$ cat src/lesa_consts.vh
// Constants of the link event status block: offsets, fields, resets, timing.
// Assumes inclusion by bare name from the design files.
`ifndef LESA_CONSTS_VH
`define LESA_CONSTS_VH

// Register byte addresses
`define LESA_ADDR_STATUS     12'h008
`define LESA_ADDR_ENABLE     12'h00c
`define LESA_ADDR_TMR_CTRL   12'h020
`define LESA_ADDR_TMR_LOAD   12'h024
`define LESA_ADDR_TMR_COUNT  12'h028
`define LESA_ADDR_NODE_CTRL  12'h02c

// Status / enable bit positions
`define LESA_BIT_AUTH_DONE   21
`define LESA_BIT_TIMER       20
`define LESA_BIT_CMD_RESET   18
`define LESA_BIT_FAIR_GAP    17
`define LESA_BIT_ARB_GAP     16
`define LESA_BIT_PHY_EVENT   15
`define LESA_BIT_BUS_RESET   13

// Bits that exist; all others read as zero
`define LESA_EVENT_MASK      32'h0037a000

// Timer control fields
`define LESA_TMR_RUN_BIT     0
`define LESA_TMR_REPEAT_BIT  1
`define LESA_TMR_WIDTH       24

// Node control field
`define LESA_NODE_VALID_BIT  0

// Reset values
`define LESA_RST_STATUS      32'h00000000
`define LESA_RST_ENABLE      32'h00000000
`define LESA_RST_TMR_LOAD    24'h000000
`define LESA_RST_TMR_CTRL    2'h0

// Timing: timer tick period and clock rate
`define LESA_TICK_NS         1000
`define LESA_CLK_MHZ         40
`define LESA_TICK_CYCLES     ((`LESA_TICK_NS * `LESA_CLK_MHZ) / 1000)
`define LESA_PRESCALE_WIDTH  6

`endif

$ cat src/lesa_timer.v
// General-purpose down-counting timer with one-shot or repeating expiry.
// Assumes one clock; load and control come from the register file.
`timescale 1ns/1ps
`include "lesa_consts.vh"

module lesa_timer (
  input  wire                          pclk,
  input  wire                          presetn,
  input  wire                          load_we,
  input  wire [`LESA_TMR_WIDTH-1:0]    load_val,
  input  wire                          run,
  input  wire                          repeat_sel,
  output reg                           expire_pulse,
  output reg  [`LESA_TMR_WIDTH-1:0]    count_reg
);

  reg  [`LESA_PRESCALE_WIDTH-1:0] presc_reg;
  reg  [`LESA_TMR_WIDTH-1:0]      reload_reg;
  wire                            tick;

  localparam integer                    PRESC_LAST_INT = `LESA_TICK_CYCLES - 1;
  localparam [`LESA_PRESCALE_WIDTH-1:0] PRESC_LAST     =
    PRESC_LAST_INT[`LESA_PRESCALE_WIDTH-1:0];

  assign tick = (presc_reg == PRESC_LAST);

  // Microsecond tick divider, cleared to zero while stopped
  always @(posedge pclk or negedge presetn) begin
    if (!presetn) begin
      presc_reg <= {`LESA_PRESCALE_WIDTH{1'b0}};
    end else if (!run || tick) begin
      presc_reg <= {`LESA_PRESCALE_WIDTH{1'b0}};
    end else begin
      presc_reg <= presc_reg + 1'b1;
    end
  end

  always @(posedge pclk or negedge presetn) begin
    if (!presetn) begin
      count_reg    <= `LESA_RST_TMR_LOAD;
      reload_reg   <= `LESA_RST_TMR_LOAD;
      expire_pulse <= 1'b0;
    end else begin
      expire_pulse <= 1'b0;
      if (load_we) begin
        reload_reg <= load_val;
        count_reg  <= load_val;
      end else if (run && tick && count_reg != {`LESA_TMR_WIDTH{1'b0}}) begin
        if (count_reg == {{(`LESA_TMR_WIDTH-1){1'b0}}, 1'b1}) begin
          expire_pulse <= 1'b1;                          // [RULE_05]
          // Repeat reloads for another period; one-shot stays at zero
          count_reg    <= repeat_sel ? reload_reg : {`LESA_TMR_WIDTH{1'b0}}; // [RULE_06]
        end else begin
          count_reg <= count_reg - 1'b1;
        end
      end
    end
  end

endmodule

$ cat src/lesa_event_status.v
// Link event status / acknowledge block with enable mask and interrupt.
// Assumes an APB master on pclk and event inputs as one-cycle pulses.
//
// Notes on behaviour
// RULE_01: 32-bit status plus same-layout enable register.
// RULE_02: Writing one clears a set bit.
// RULE_03: Writes never set status bits.
// RULE_04: Bit 21 set on accelerator done.
// RULE_05: Bit 20 set at timer zero, sticky.
// RULE_06: Timer fires once, or each reload if repeating.
// RULE_07: Bit 18 set on reset-start write received.
// RULE_08: Bit 17 set on subaction gap idle.
// RULE_09: Bit 16 set on arbitration reset gap.
// RULE_10: Bit 15 set on PHY interrupt report.
// RULE_11: Bit 13 on bus reset; clears node valid, flushes.
// RULE_12: Interrupt high while any enabled status bit set.
`timescale 1ns/1ps
`include "lesa_consts.vh"

module lesa_event_status (
  input  wire        pclk,
  input  wire        presetn,
  input  wire        psel,
  input  wire        penable,
  input  wire        pwrite,
  input  wire [11:0] paddr,
  input  wire [31:0] pwdata,
  output reg  [31:0] prdata,
  output reg         pready,
  output reg         pslverr,
  input  wire        auth_accel_done,
  input  wire        command_reset_seen,
  input  wire        subaction_gap_seen,
  input  wire        arb_reset_gap_seen,
  input  wire        phy_event_flag,
  input  wire        bus_reset_started,
  input  wire        node_id_set,
  output reg         node_id_valid,
  output reg         async_flush,
  output reg         irq
);

  reg  [31:0]                  status_reg;
  reg  [31:0]                  status_next;
  reg  [31:0]                  enable_reg;
  reg  [1:0]                   tmr_ctrl_reg;
  reg  [`LESA_TMR_WIDTH-1:0]   tmr_load_reg;
  reg  [31:0]                  set_vec;
  reg  [31:0]                  clr_vec;
  reg  [31:0]                  rd_mux;
  reg                          rd_hit;
  reg                          node_valid_next;
  wire                         setup_phase;
  wire                         access_done;
  wire                         wr_done;
  wire                         tmr_expire;
  wire [`LESA_TMR_WIDTH-1:0]   tmr_count;

  // APB phases; the access completes at the edge where pready is high
  assign setup_phase = psel && !penable;
  assign access_done = psel && penable && pready;
  assign wr_done     = access_done && pwrite && !pslverr;

  lesa_timer u_timer (
    .pclk         (pclk),
    .presetn      (presetn),
    .load_we      (wr_done && paddr == `LESA_ADDR_TMR_LOAD),
    .load_val     (pwdata[`LESA_TMR_WIDTH-1:0]),
    .run          (tmr_ctrl_reg[`LESA_TMR_RUN_BIT]),
    .repeat_sel   (tmr_ctrl_reg[`LESA_TMR_REPEAT_BIT]),
    .expire_pulse (tmr_expire),
    .count_reg    (tmr_count)
  );

  // Hardware events entering the status register
  always @* begin
    set_vec = 32'h00000000;
    set_vec[`LESA_BIT_AUTH_DONE] = auth_accel_done;     // [RULE_04]
    set_vec[`LESA_BIT_TIMER]     = tmr_expire;          // [RULE_05]
    set_vec[`LESA_BIT_CMD_RESET] = command_reset_seen;  // [RULE_07]
    set_vec[`LESA_BIT_FAIR_GAP]  = subaction_gap_seen;  // [RULE_08]
    set_vec[`LESA_BIT_ARB_GAP]   = arb_reset_gap_seen;  // [RULE_09]
    set_vec[`LESA_BIT_PHY_EVENT] = phy_event_flag;      // [RULE_10]
    set_vec[`LESA_BIT_BUS_RESET] = bus_reset_started;   // [RULE_11]
  end

  // Write-one-to-clear; an event in the same cycle wins over the clear
  always @* begin
    clr_vec = 32'h00000000;
    if (wr_done && paddr == `LESA_ADDR_STATUS) begin
      clr_vec = pwdata & status_reg;                    // [RULE_02]
    end
    // Only hardware events may set a bit
    status_next = ((status_reg & ~clr_vec) | set_vec) & `LESA_EVENT_MASK; // [RULE_03]
  end

  // Node ID valid: cleared when a bus reset starts, reset wins over set
  always @* begin
    node_valid_next = node_id_valid;
    if (node_id_set) begin
      node_valid_next = 1'b1;
    end
    if (wr_done && paddr == `LESA_ADDR_NODE_CTRL) begin
      node_valid_next = pwdata[`LESA_NODE_VALID_BIT];
    end
    if (bus_reset_started) begin
      node_valid_next = 1'b0;                           // [RULE_11]
    end
  end

  // Read multiplexer and address decode
  always @* begin
    rd_mux = 32'h00000000;
    rd_hit = 1'b1;
    case (paddr)
      `LESA_ADDR_STATUS: begin
        rd_mux = status_reg;                            // [RULE_01]
      end
      `LESA_ADDR_ENABLE: begin
        rd_mux = enable_reg;                            // [RULE_01]
      end
      `LESA_ADDR_TMR_CTRL: begin
        rd_mux[1:0] = tmr_ctrl_reg;
      end
      `LESA_ADDR_TMR_LOAD: begin
        rd_mux[`LESA_TMR_WIDTH-1:0] = tmr_load_reg;
      end
      `LESA_ADDR_TMR_COUNT: begin
        rd_mux[`LESA_TMR_WIDTH-1:0] = tmr_count;
      end
      `LESA_ADDR_NODE_CTRL: begin
        rd_mux[`LESA_NODE_VALID_BIT] = node_id_valid;
      end
      default: begin
        rd_hit = 1'b0;
      end
    endcase
    if (paddr[1:0] != 2'h0) begin
      rd_hit = 1'b0;
    end
  end

  // APB answer: one wait-free access phase after every setup
  always @(posedge pclk or negedge presetn) begin
    if (!presetn) begin
      pready  <= 1'b0;
      pslverr <= 1'b0;
      prdata  <= 32'h00000000;
    end else begin
      pready <= setup_phase;
      if (setup_phase) begin
        pslverr <= !rd_hit;
        prdata  <= (pwrite || !rd_hit) ? 32'h00000000 : rd_mux;
      end else if (access_done) begin
        pslverr <= 1'b0;
        prdata  <= 32'h00000000;
      end
    end
  end

  // Software-written registers
  always @(posedge pclk or negedge presetn) begin
    if (!presetn) begin
      enable_reg   <= `LESA_RST_ENABLE;
      tmr_ctrl_reg <= `LESA_RST_TMR_CTRL;
      tmr_load_reg <= `LESA_RST_TMR_LOAD;
    end else if (wr_done) begin
      // Read-back copy of the reload value held in the timer
      if (paddr == `LESA_ADDR_TMR_LOAD) begin
        tmr_load_reg <= pwdata[`LESA_TMR_WIDTH-1:0];
      end
      if (paddr == `LESA_ADDR_ENABLE) begin
        enable_reg <= pwdata & `LESA_EVENT_MASK;        // [RULE_01]
      end
      if (paddr == `LESA_ADDR_TMR_CTRL) begin
        tmr_ctrl_reg <= pwdata[1:0];                    // [RULE_06]
      end
    end
  end

  // Status, node state, flush strobe and interrupt
  always @(posedge pclk or negedge presetn) begin
    if (!presetn) begin
      status_reg    <= `LESA_RST_STATUS;
      node_id_valid <= 1'b0;
      async_flush   <= 1'b0;
      irq           <= 1'b0;
    end else begin
      status_reg    <= status_next;
      node_id_valid <= node_valid_next;
      async_flush   <= bus_reset_started;               // [RULE_11]
      irq           <= |(status_next & enable_reg);     // [RULE_12]
    end
  end

endmodule

$ cat config.mk
export PLATFORM = sky130hd
export DESIGN_NAME = lesa_event_status
export DESIGN_NICKNAME = d
export VERILOG_FILES = /design/src/lesa_timer.v /design/src/lesa_event_status.v
export VERILOG_INCLUDE_DIRS = /design/src
export SDC_FILE = /design/constraint.sdc
export NUM_CORES = 1
export LEC_CHECK = 0
export BUFFER_PORTS_ARGS = -buffer_cell sky130_fd_sc_hd__buf_2
export CAP_MARGIN = 20
export CORE_MARGIN = 3
export CORE_UTILIZATION = 55
export DETAILED_ROUTE_END_ITERATION = 12
export PLACE_DENSITY = 0.77
export SLEW_MARGIN = 20
export SYNTH_ARGS = -nofsm -noshare
export SYNTH_HDL_FRONTEND = slang
export SYNTH_SLANG_ARGS = --single-unit
$ cat constraint.sdc
create_clock -name pclk -period 2.8 [get_ports pclk]
set_clock_uncertainty 0.2 [all_clocks]
set_input_delay 0.28 -clock pclk [delete_from_list [all_inputs] [get_ports pclk]]
set_output_delay 0.28 -clock pclk [all_outputs]
set_load 0.005 [all_outputs]
==> flow_summary_export.csv, run 1 <==
group,metric,value,unit
status,run_status,"complete, no violations",
global_routing,grt_pass1_vias,4994,
timing,max_freq,0.376,GHz
synth,synth.area.top_cells,"dfrtp_1 47%, nand2_1 7.4%, o21ai_0 5.0%",
power,p_total,3.54,mW
power,p_comb_frac,0.216,
detailed_routing,dr.pass1.iters,5,
synth,avgSynthCellArea,9.19,sq um
clock_tree,cts_buffers,9,
clock_tree,clockBufferDepth,2,
clock_tree,clkSlewWorstSetupHoldPaths,110,ps
setup_path,worstPathRequired,2880,ps
timing,post-route-min-period,2660,ps
timing,setup_tns,0,ps
synth,netlist.area_leader.share,0.473,
setup_path,path_class,"register to register",
place,io_buffers,76,
finish,antenna_cells,0,
floorplanning,num_rows,35,
clock_tree,root_buffer,"clkbuf_8",
synth,ys.warnings.count,0,
setup_path,reg2reg_slack,140,ps
power,p_sw,1.18,mW
setup_path,critPathSlowestCell,"o211ai_2",
synth,async_flop_share,1.00,
setup_path,crit-reg2reg-launch,"u_timer.count_reg[20]",
synth,ys_seq_elements,100,
power,seqPwrFrac,0.499,
detailed_routing,drt_first_iter_violations,311,
power,power.density,551,nW/um^2
synth,yosysUniqueCellTypes,62,
floorplanning,die_h,104,microns
hold_path,hp-class,"input pin to register",
finish,fillers,775,
finish,layout.cells.non_filler,822,
detailed_routing,wl_per_cell,18.3,microns
clock_tree,clock_latency,390,ps
synth,synth_edf_count,0,
synth,yosysTopAreaCell,"dfrtp_1",
detailed_routing,num_vias,4890,
detailed_routing,wl,15100,microns
timing,tightest_slew,620,ps
setup_path,r2r-end,"u_timer.count_reg[13]",
global_routing,antenna_found_initial,0,
power,leakagePower,2.98,nW
power,p_int,2.36,mW
detailed_routing,drtAntennaViolNets,0,
timing,hold_viol_final,0,
setup_path,critPathMaxStageDelay,470,ps
hold_path,min-delay-start,"psel",
power,clockPowerShare,0.284,
setup_path,cp-startpoint,"u_timer.count_reg[20]",
finish,nNetsFinal,748,
floorplanning,die_w,104,microns
place,placed_cells,777,
global_routing,grt_use_total,0.285,
floorplanning,pin_count,93,
detailed_routing,post-route-drc-count,0,
setup_path,endpoint_kind,"register",
floorplanning,die_area,10800,sq um
timing,rsz0062_at_grt,"no",
setup_path,worst_r2r_path_depth,6,
finish,fin_util,0.693,
timing,maxSlewViolCount,0,
synth,synth_common_cells,"105 x nand2_1, 100 x dfrtp_1, 53 x o21ai_0, 26 x nor2_1, 24 x nor3_1",
global_routing,grt_pass1_wl,25100,microns
synth,synthCells,576,
job,drv_cap,0,
floorplanning,initial_core_util,0.570,
setup_path,crit_chain,"nor4_2 > and3_1 > nand2_1 > o211ai_2 > nor3_1 > a2111o_1",
clock_tree,cts.sinks,100,
floorplanning,core_area,9280,sq um
timing,slew_headroom,0.586,
finish,drive_gt1_frac,0.219,
clock_tree,cts_tree,"done",
global_routing,grt_max_degree,54,
clock_tree,postCtsSetupRepairBufs,0,
timing,finalCritPeriodShare,0.951,
hold_path,hold_depth,2,
power,ir_drop,0.000351,V
place,hpwl,10600,microns
synth,ys_seq_area_frac,0.473,
detailed_routing,via_per_inst,5.95,
hold_path,whs_endpoint,"pready",
setup_path,worst_setup_path_start_kind,"register",
timing,setup-violations-final,0,
global_routing,overflow,0,
synth,synth.most_common_cell,"nand2_1",
clock_tree,h-tree-depth,3,
finish,area_delta_synth_final,21.5,%
synth,syn-cell-area,5290,sq um
synth,synthFlopType,"dfrtp_1",
setup_path,cp_max_fo,7,
setup_path,critPathArrivalTime,2740,ps
power,p_sw_frac,0.332,
place,routabilityCongestion,0.951,
-- worst max-delay path: cells and delay by family (launching register included) --
kind | cells | cell delay [ps]
simple gates | 4 | 1030
compound gates | 2 | 860
flops | 1 | 450
-- cells by family (layout without fill, tap and decap cells) --
kind of cell,after synthesis,count (layout),share of synthesized area
AO/OA/AOI/OAI,159,159,0.202
XOR/XNOR,10,10,0.0166
adder cells (fa/ha/maj),4,4,0.00946
buffers and inverters,51,161,0.0478
flip-flops,100,100,0.473
multiplexers,7,7,0.0149
other,1,8,0.000709
AND/OR/NAND/NOR,244,244,0.236
-- cells in the final DEF (no fill, tap or decap), types with 6 or more instances in the layout --
master         instances
nor3_1                23
nand3_1               23
mux2_2                 7
inv_1                  7
dfrtp_1              100
conb_1                 8
dlygate4sd3_1         29
nor2_1                26
o21ai_0               53
a21oi_1               13
a22o_1                 8
and3_1                 9
buf_4                 33
nand2_1              105
a2111o_1               6
a22oi_1               18
buf_2                 75
a221oi_1               9
a31oi_1               11
clkbuf_8               9
a21o_1                11
and2_1                 9
-- layer usage --
| metal | vias up | GRT usage | part of all wire |
|---|---|---|---|
| li1 | 2316 | - | - |
| met1 | 2375 | 0.378 | 0.43 |
| met2 | 172 | 0.483 | 0.50 |
| met3 | 27 | 0.0447 | 0.052 |
| met4 | 0 | 0.0864 | 0.022 |
| met5 | - | 0 | 0 |
-- power groups by stage --
stage / clock (mW) / combinational [mW] / sequential [mW]
floorplan: 0 / 0.475 / 1.74
global placement: 0 / 0.703 / 1.78
detailed placement: 0 / 0.729 / 1.79
CTS: 1.02 / 0.763 / 1.76
global route: 1.09 / 0.845 / 1.79
finish: 1.01 / 0.767 / 1.77
-- per-stage QoR --
| step | setup slack, ps | hold WS [ps] | cell area [sq um] |
|---|---|---|---|
| 2_1_floorplan | 337 | -216 | 5320 |
| 3_3_place_gp | 103 | 130 | 5920 |
| 3_5_place_dp | 83.1 | 140 | 5920 |
| 4_1_cts | 56.8 | 1.79 | 6420 |
| 5_1_grt | 4.30 | 19.8 | 6430 |
| 6_report | 138 | 10.4 | 6430 |
-- repair_timing --
action,4_1_cts,5_1_grt
hold buffers,29,0
resized for setup,0,1
endpoints found under the setup margin,0,9
hold endpoints to repair,96,0
-- area by class of cell --
cell class                      count  area, sq um  share of cell area
Multi-Input combinational cell    432         2590               0.403
Clock buffer                        9          124              0.0193
Inverter                            7         26.3             0.00409
Tap cell                          129          161              0.0251
Sequential cell                   100         2500               0.389
Timing Repair Buffer              138          933               0.145
Clock inverter                      7         90.1              0.0140
-- how the worst max path moves through the flow --
stage          cells past startpoint                    end
5_1_grt                            6  u_timer.count_reg[13]
3_3_place_gp                       6  u_timer.count_reg[13]
4_1_cts                            6  u_timer.count_reg[13]
2_1_floorplan                      9  u_timer.count_reg[10]
6_report                           6  u_timer.count_reg[13]
3_5_place_dp                       6  u_timer.count_reg[13]
(Power assumes the default switching activity.)
==> run 2: changes to the inputs <==
--- a/config.mk
+++ b/config.mk
@@ -11,8 +11,9 @@
 export CORE_MARGIN = 3
 export CORE_UTILIZATION = 55
 export DETAILED_ROUTE_END_ITERATION = 12
-export PLACE_DENSITY = 0.77
+export PLACE_DENSITY = 0.75
 export SLEW_MARGIN = 20
 export SYNTH_ARGS = -nofsm -noshare
 export SYNTH_HDL_FRONTEND = slang
+export SYNTH_HIERARCHICAL = 1
 export SYNTH_SLANG_ARGS = --single-unit
==> run 2 against run 1 <==
  * Final cell count up 15%
  * First-iteration DRC count up 110%
  * Count of clock-buffer cells in the layout up 16
  * Core utilization up 2.1 points
  * Non-clock buffer count up 21
  * Final area up 30%
  * Synthesized cell count up 14%
  * Critical path type unchanged
==> flow_summary_export.csv, run 2 <==
group,metric,value,unit
clock_tree,cts_buffers,17,
synth,ys.warnings.count,6,
floorplanning,initial_core_util,0.575,
setup_path,cp.depth,5,
floorplanning,num_rows,39,
setup_path,worst_setup_path_start_kind,"register",
finish,layout.cells.non_filler,944,
synth,syn-cell-area,6730,sq um
finish,fillers,898,
status,run_status,"complete, no violations",
setup_path,path_class,"register to register",
place,placed_area,7380,sq um
synth,synthFlopType,"dfrtp_1",
clock_tree,clkSlewWorstSetupHoldPaths,60,ps
setup_path,critPathMaxStageDelay,630,ps
synth,ys_seq_elements,124,
power,p_total,4.22,mW
floorplanning,pin_count,93,
job,drv_cap,0,
timing,hold_viol_final,0,
detailed_routing,drt_first_iter_violations,654,
synth,avgSynthCellArea,10.3,sq um
setup_path,cp-startpoint,"u_timer/count_reg[8]",
synth,yosysTopAreaCell,"dfrtp_1",
setup_path,cp_max_fo,7,
synth,yosysUniqueCellTypes,81,
timing,setup-violations-final,0,
setup_path,worst_r2r_path_depth,5,
synth,async_flop_share,1.00,
synth,synthCells,655,
synth,synth_common_cells,"124 x dfrtp_1, 60 x nand2_1, 46 x o21ai_0, 27 x inv_1, 23 x nor2_1",
timing,rsz0062_at_grt,"no",
detailed_routing,dr.pass1.iters,5,
synth,synth.most_common_cell,"dfrtp_1",
timing,post-route-min-period,2760,ps
setup_path,crit_chain,"or4_4 > nor4_4 > a21oi_2 > a221oi_1 > o2bb2ai_1",
setup_path,crit-reg2reg-launch,"u_timer/count_reg[8]",
detailed_routing,num_vias,6082,
place,hpwl,13400,microns
finish,layout_common_cells,"124 x dfrtp_1, 75 x buf_2, 60 x nand2_1",
floorplanning,die_area,13600,sq um
finish,fin_area,8350,sq um
clock_tree,cts_resized,0,
global_routing,grt_pass1_vias,6214,
setup_path,critPathArrivalTime,2850,ps
detailed_routing,drtAntennaViolNets,0,
finish,antenna_cells,0,
timing,slew_headroom,0.564,
finish,nNetsFinal,849,
hold_path,hp-class,"input pin to register",
floorplanning,core_area,11700,sq um
timing,finalCritPeriodShare,0.985,
place,place_ws,105,ps
place,placed_cells,876,
power,leakagePower,3.75,nW
clock_tree,postCtsSetupRepairBufs,0,
synth,synth.area.top_cells,"dfrtp_1 46%, mux2_4 4.2%, o21ai_0 3.4%",
place,io_buffers,76,
clock_tree,cts_hold_buf,37,
clock_tree,clockBufferDepth,2,
clock_tree,cts.sinks,124,
global_routing,grt_use_total,0.306,
global_routing,grt_max_degree,53,
setup_path,cp_num_buf_inv,0,
setup_path,reg2reg_slack,40,ps
place,routabilityCongestion,0.898,
floorplanning,die_w,117,microns
setup_path,critPathSlowestCell,"or4_4",
power,ir_drop,0.000429,V
synth,ys_seq_area_frac,0.461,
clock_tree,cts_tree,"done",
global_routing,overflow,0,
detailed_routing,wl,19900,microns
setup_path,path_delay_family,"simple AND/OR/NAND/NOR gates",
global_routing,antenna_found_initial,0,
clock_tree,root_buffer,"clkbuf_16",
setup_path,endpoint_kind,"register",
clock_tree,clock_latency,430,ps
power,power.density,505,nW/um^2
global_routing,grt_pass1_wl,31800,microns
clock_tree,h-tree-depth,4,
detailed_routing,post-route-drc-count,0,
timing,setup_ws,40.8,ps
finish,final_common_cell,"dfrtp_1",
timing,maxSlewViolCount,0,
timing,setup_tns,0,ps
setup_path,endpoint,"u_timer/count_reg[9]",
finish,drive_gt1_frac,0.268,
floorplanning,die_h,117,microns
synth,synth_edf_count,0,
detailed_routing,via_per_inst,6.44,
finish,area_delta_synth_final,24.1,%
synth,netlist.area_leader.share,0.461,
detailed_routing,wl_per_cell,21.1,microns
setup_path,r2r-end,"u_timer/count_reg[9]",
setup_path,worstPathRequired,2900,ps
timing,max_freq,0.362,GHz
timing,tightest_slew,652,ps
[run 2: logic make-up after synthesis]
logic type               synth area share
other                            0.000557
multiplexers                       0.0738
buffers and inverters              0.0611
XOR/XNOR                          0.00911
adder cells (fa/ha/maj)           0.00743
AND/OR/NAND/NOR                     0.185
AO/OA/AOI/OAI                       0.202
flip-flops                          0.461
[run 2: worst min-delay path by stage]
stage / startpoint / endpoint / slack, ps / cells after the start
floorplan: presetn / async_flush / -220 / 0
global placement: presetn / async_flush / 120 / 1
detailed placement: presetn / async_flush / 120 / 1
CTS: pwrite / prdata[1] / 7 / 4
global route: pwrite / prdata[1] / 90 / 4
finish: pwrite / prdata[1] / 80 / 4
[run 2: through the flow]
step           hold WS, ps  utilization
5_1_grt               89.9        0.713
3_5_place_dp           125        0.631
4_1_cts               7.24        0.713
6_report              80.5        0.713
3_3_place_gp           116        0.631
2_1_floorplan         -216            -
[run 2: cell type report]
| class | count | area (sq um) | area share |
|---|---|---|---|
| Inverter | 27 | 101 | 0.0121 |
| Timing Repair Buffer | 159 | 1120 | 0.135 |
| Clock buffer | 25 | 515 | 0.0617 |
| Multi-Input combinational cell | 460 | 3250 | 0.389 |
| Tap cell | 143 | 179 | 0.0214 |
| Clock inverter | 6 | 82.6 | 0.00989 |
| Sequential cell | 124 | 3100 | 0.371 |
[run 2: metal layers]
metal | track usage | routed length, microns | vias to the layer above
li1 | - | - | 2703
met3 | 0.0876 | 1450 | 56
met1 | 0.398 | 8440 | 2995
met2 | 0.487 | 9570 | 328
met4 | 0.116 | 470 | 0
met5 | 0 | 0 | -
[run 2: power breakdown]
group	switching, mW	internal (mW)
Clock	0.790	1.44
Combinational	0.105	0.0807
Sequential	0.00306	1.80
[run 2: worst register-to-register path, cell delays in order (launching register included)]
cell,delay [ps]
dfrtp_1,490
or4_4,630
nor4_4,530
a21oi_2,250
a221oi_1,380
o2bb2ai_1,140
==> run 3: changes to the inputs <==
==> constraint.sdc (replaced) <==
create_clock -name pclk -period 2.7 [get_ports pclk]
set_clock_uncertainty 0.2 [all_clocks]
set_input_delay 0.27 -clock pclk [delete_from_list [all_inputs] [get_ports pclk]]
set_output_delay 0.27 -clock pclk [all_outputs]
set_load 0.005 [all_outputs]
==> run 3 against run 2 <==
  * Register-to-register slack better by 90 ps
  * Worst hold slack worse by 43 ps
  * Flip-flop and latch count stayed put
  * Critical path depth is 6 higher
  * Die area stayed put
  * Routed wire length is 3.5% lower
  * Largest cell class unchanged
  * Largest power group unchanged
==> flow_summary_export.csv, run 3 (synthesis gave the netlist of run 2 again) <==
group,metric,value,unit
global_routing,gr-usage-met3,0.0689,
timing,setup_ws,61.4,ps
power,leakagePower,3.79,nW
timing,post-route-min-period,2640,ps
setup_path,crit_chain,"dlygate4sd3_1 > buf_2 > and4b_1 > and2_0 > and2_4 > nand3b_1 > buf_4 > or4_1 > nor3_2 > o211ai_1 > nand3_1",
setup_path,endpoint_kind,"register",
setup_path,worst_r2r_path_depth,6,
status,run_status,"complete, no violations",
power,seqPwrFrac,0.444,
timing,tightest_slew,558,ps
timing,hold_viol_final,0,
place,hpwl,13200,microns
detailed_routing,num_vias,6090,
hold_path,hold_depth,4,
setup_path,critPathSlowestCell,"dlygate4sd3_1",
timing,maxSlewViolCount,0,
setup_path,r2r-end,"u_timer/count_reg[7]",
setup_path,critPathMaxStageDelay,540,ps
detailed_routing,wl,19200,microns
floorplanning,num_rows,39,
setup_path,cp.depth,11,
power,clockPowerShare,0.511,
power,ir_drop,0.000547,V
floorplanning,core_area,11700,sq um
detailed_routing,post-route-drc-count,0,
global_routing,grt_use_total,0.295,
setup_path,cp_max_fo,8,
setup_path,reg2reg_slack,130,ps
detailed_routing,drt_first_iter_violations,667,
clock_tree,cts_buffers,17,
clock_tree,h-tree-depth,4,
finish,drive_gt1_frac,0.283,
finish,area_delta_synth_final,25.5,%
detailed_routing,dr.pass1.iters,5,
setup_path,path_class,"input pin to register",
power,p_int,3.28,mW
clock_tree,cts_tree,"done",
setup_path,worstPathRequired,2850,ps
detailed_routing,drtAntennaViolNets,0,
power,p_sw,925,uW
clock_tree,clock_latency,420,ps
global_routing,grt_pass1_vias,6045,
detailed_routing,via_per_inst,6.35,
timing,setup_tns,0,ps
floorplanning,pin_count,93,
floorplanning,die_area,13600,sq um
setup_path,crit-reg2reg-launch,"u_timer/count_reg[10]",
clock_tree,clkSlewWorstSetupHoldPaths,60,ps
timing,setup-violations-final,0,
setup_path,critPathArrivalTime,2790,ps
global_routing,grt_pass1_wl,31100,microns
finish,layout_common_cells,"124 x dfrtp_1, 75 x buf_2, 60 x nand2_1",
place,routabilityCongestion,0.904,
global_routing,met1_usage,0.401,
power,p_comb_frac,0.045,
setup_path,endpoint,"u_timer/count_reg[20]",
power,power.density,498,nW/um^2
global_routing,grt_max_degree,76,
setup_path,worst_setup_path_start_kind,"input pin",
setup_path,path_delay_family,"simple AND/OR/NAND/NOR gates",
detailed_routing,wl_per_cell,20.0,microns
global_routing,grt_use_met2,0.466,
clock_tree,cts.sinks,124,
finish,nNetsFinal,863,
global_routing,overflow,0,
job,drv_cap,0,
global_routing,gr-max-usage-layer,"met2",
finish,final_common_cell,"dfrtp_1",
setup_path,cp_num_buf_inv,3,
clock_tree,root_buffer,"clkbuf_16",
hold_path,hp-class,"input pin to register",
finish,antenna_cells,0,
clock_tree,clockBufferDepth,2,
floorplanning,die_h,117,microns
place,place_ws,85.7,ps
floorplanning,initial_core_util,0.575,
global_routing,antenna_found_initial,0,
timing,slew_headroom,0.627,
power,p_sw_frac,0.220,
place,io_buffers,76,
timing,max_freq,0.379,GHz
power,p_total,4.21,mW
setup_path,cp-startpoint,"penable",
floorplanning,die_w,117,microns
timing,finalCritPeriodShare,0.977,
[run 3: cell count changes in the layout (fill, tap and decap cells not counted), sizes merged]
cell / before / now
buf: 122 / 135
clkbuf: 25 / 22
clkinv: 3 / 5
clkinvlp: 1 / 3
bufinv: 2 / 1
dlygate4sd3: 37 / 38
inv: 27 / 28
[run 3: power by group through the flow]
stage / Combinational (mW) / Clock (mW) / Sequential (mW)
2_1_floorplan: 0.0468 / 0 / 1.90
3_3_place_gp: 0.147 / 0 / 1.90
3_5_place_dp: 0.151 / 0 / 1.90
4_1_cts: 0.189 / 2.18 / 1.87
5_1_grt: 0.209 / 2.26 / 1.87
6_report: 0.188 / 2.15 / 1.87
[run 3: cell type report]
type	count	area [sq um]
sequential	124	3100
clock buffer	22	474
multi-input combinational	460	3260
clock inverter	10	90.1
fill	796	3260
inverter	27	101
tap	143	179
timing repair buffer	173	1240
[run 3: layer usage]
layer | vias to the layer above | part of all wire
li1 | 2739 | -
met1 | 3008 | 0.44
met2 | 305 | 0.48
met3 | 38 | 0.070
met4 | 0 | 0.019
met5 | - | 0
[run 3: stage by stage]
step	std cells	area [sq um]	utilization	hold WS [ps]
3_3_place_gp	886	7470	0.638	7.24
5_1_grt	959	8450	0.722	35.0
2_1_floorplan	662	6760	-	-226
3_5_place_dp	886	7470	0.638	14.2
4_1_cts	956	8420	0.719	10.2
6_report	959	8450	0.722	37.8
[run 3: worst min path at each step]
stage                  from               end
floorplan           presetn       async_flush
finish               pwrite         prdata[0]
detailed placement  presetn  tmr_load_reg[21]
CTS                  pwrite         prdata[0]
global route         pwrite         prdata[0]
global placement    presetn  tmr_load_reg[21]
[run 3: timing repair]
action,in CTS,in global routing
endpoints found under the setup margin,0,4
hold endpoints to repair,95,0
hold buffers,38,0
resized for setup,0,3
buffers inserted,0,3
[run 3: tightest hold or removal path, cell delays in order]
cell,delay (ps)
buf_2,90
nor2b_1,50
nand3_1,100
o21ai_0,90
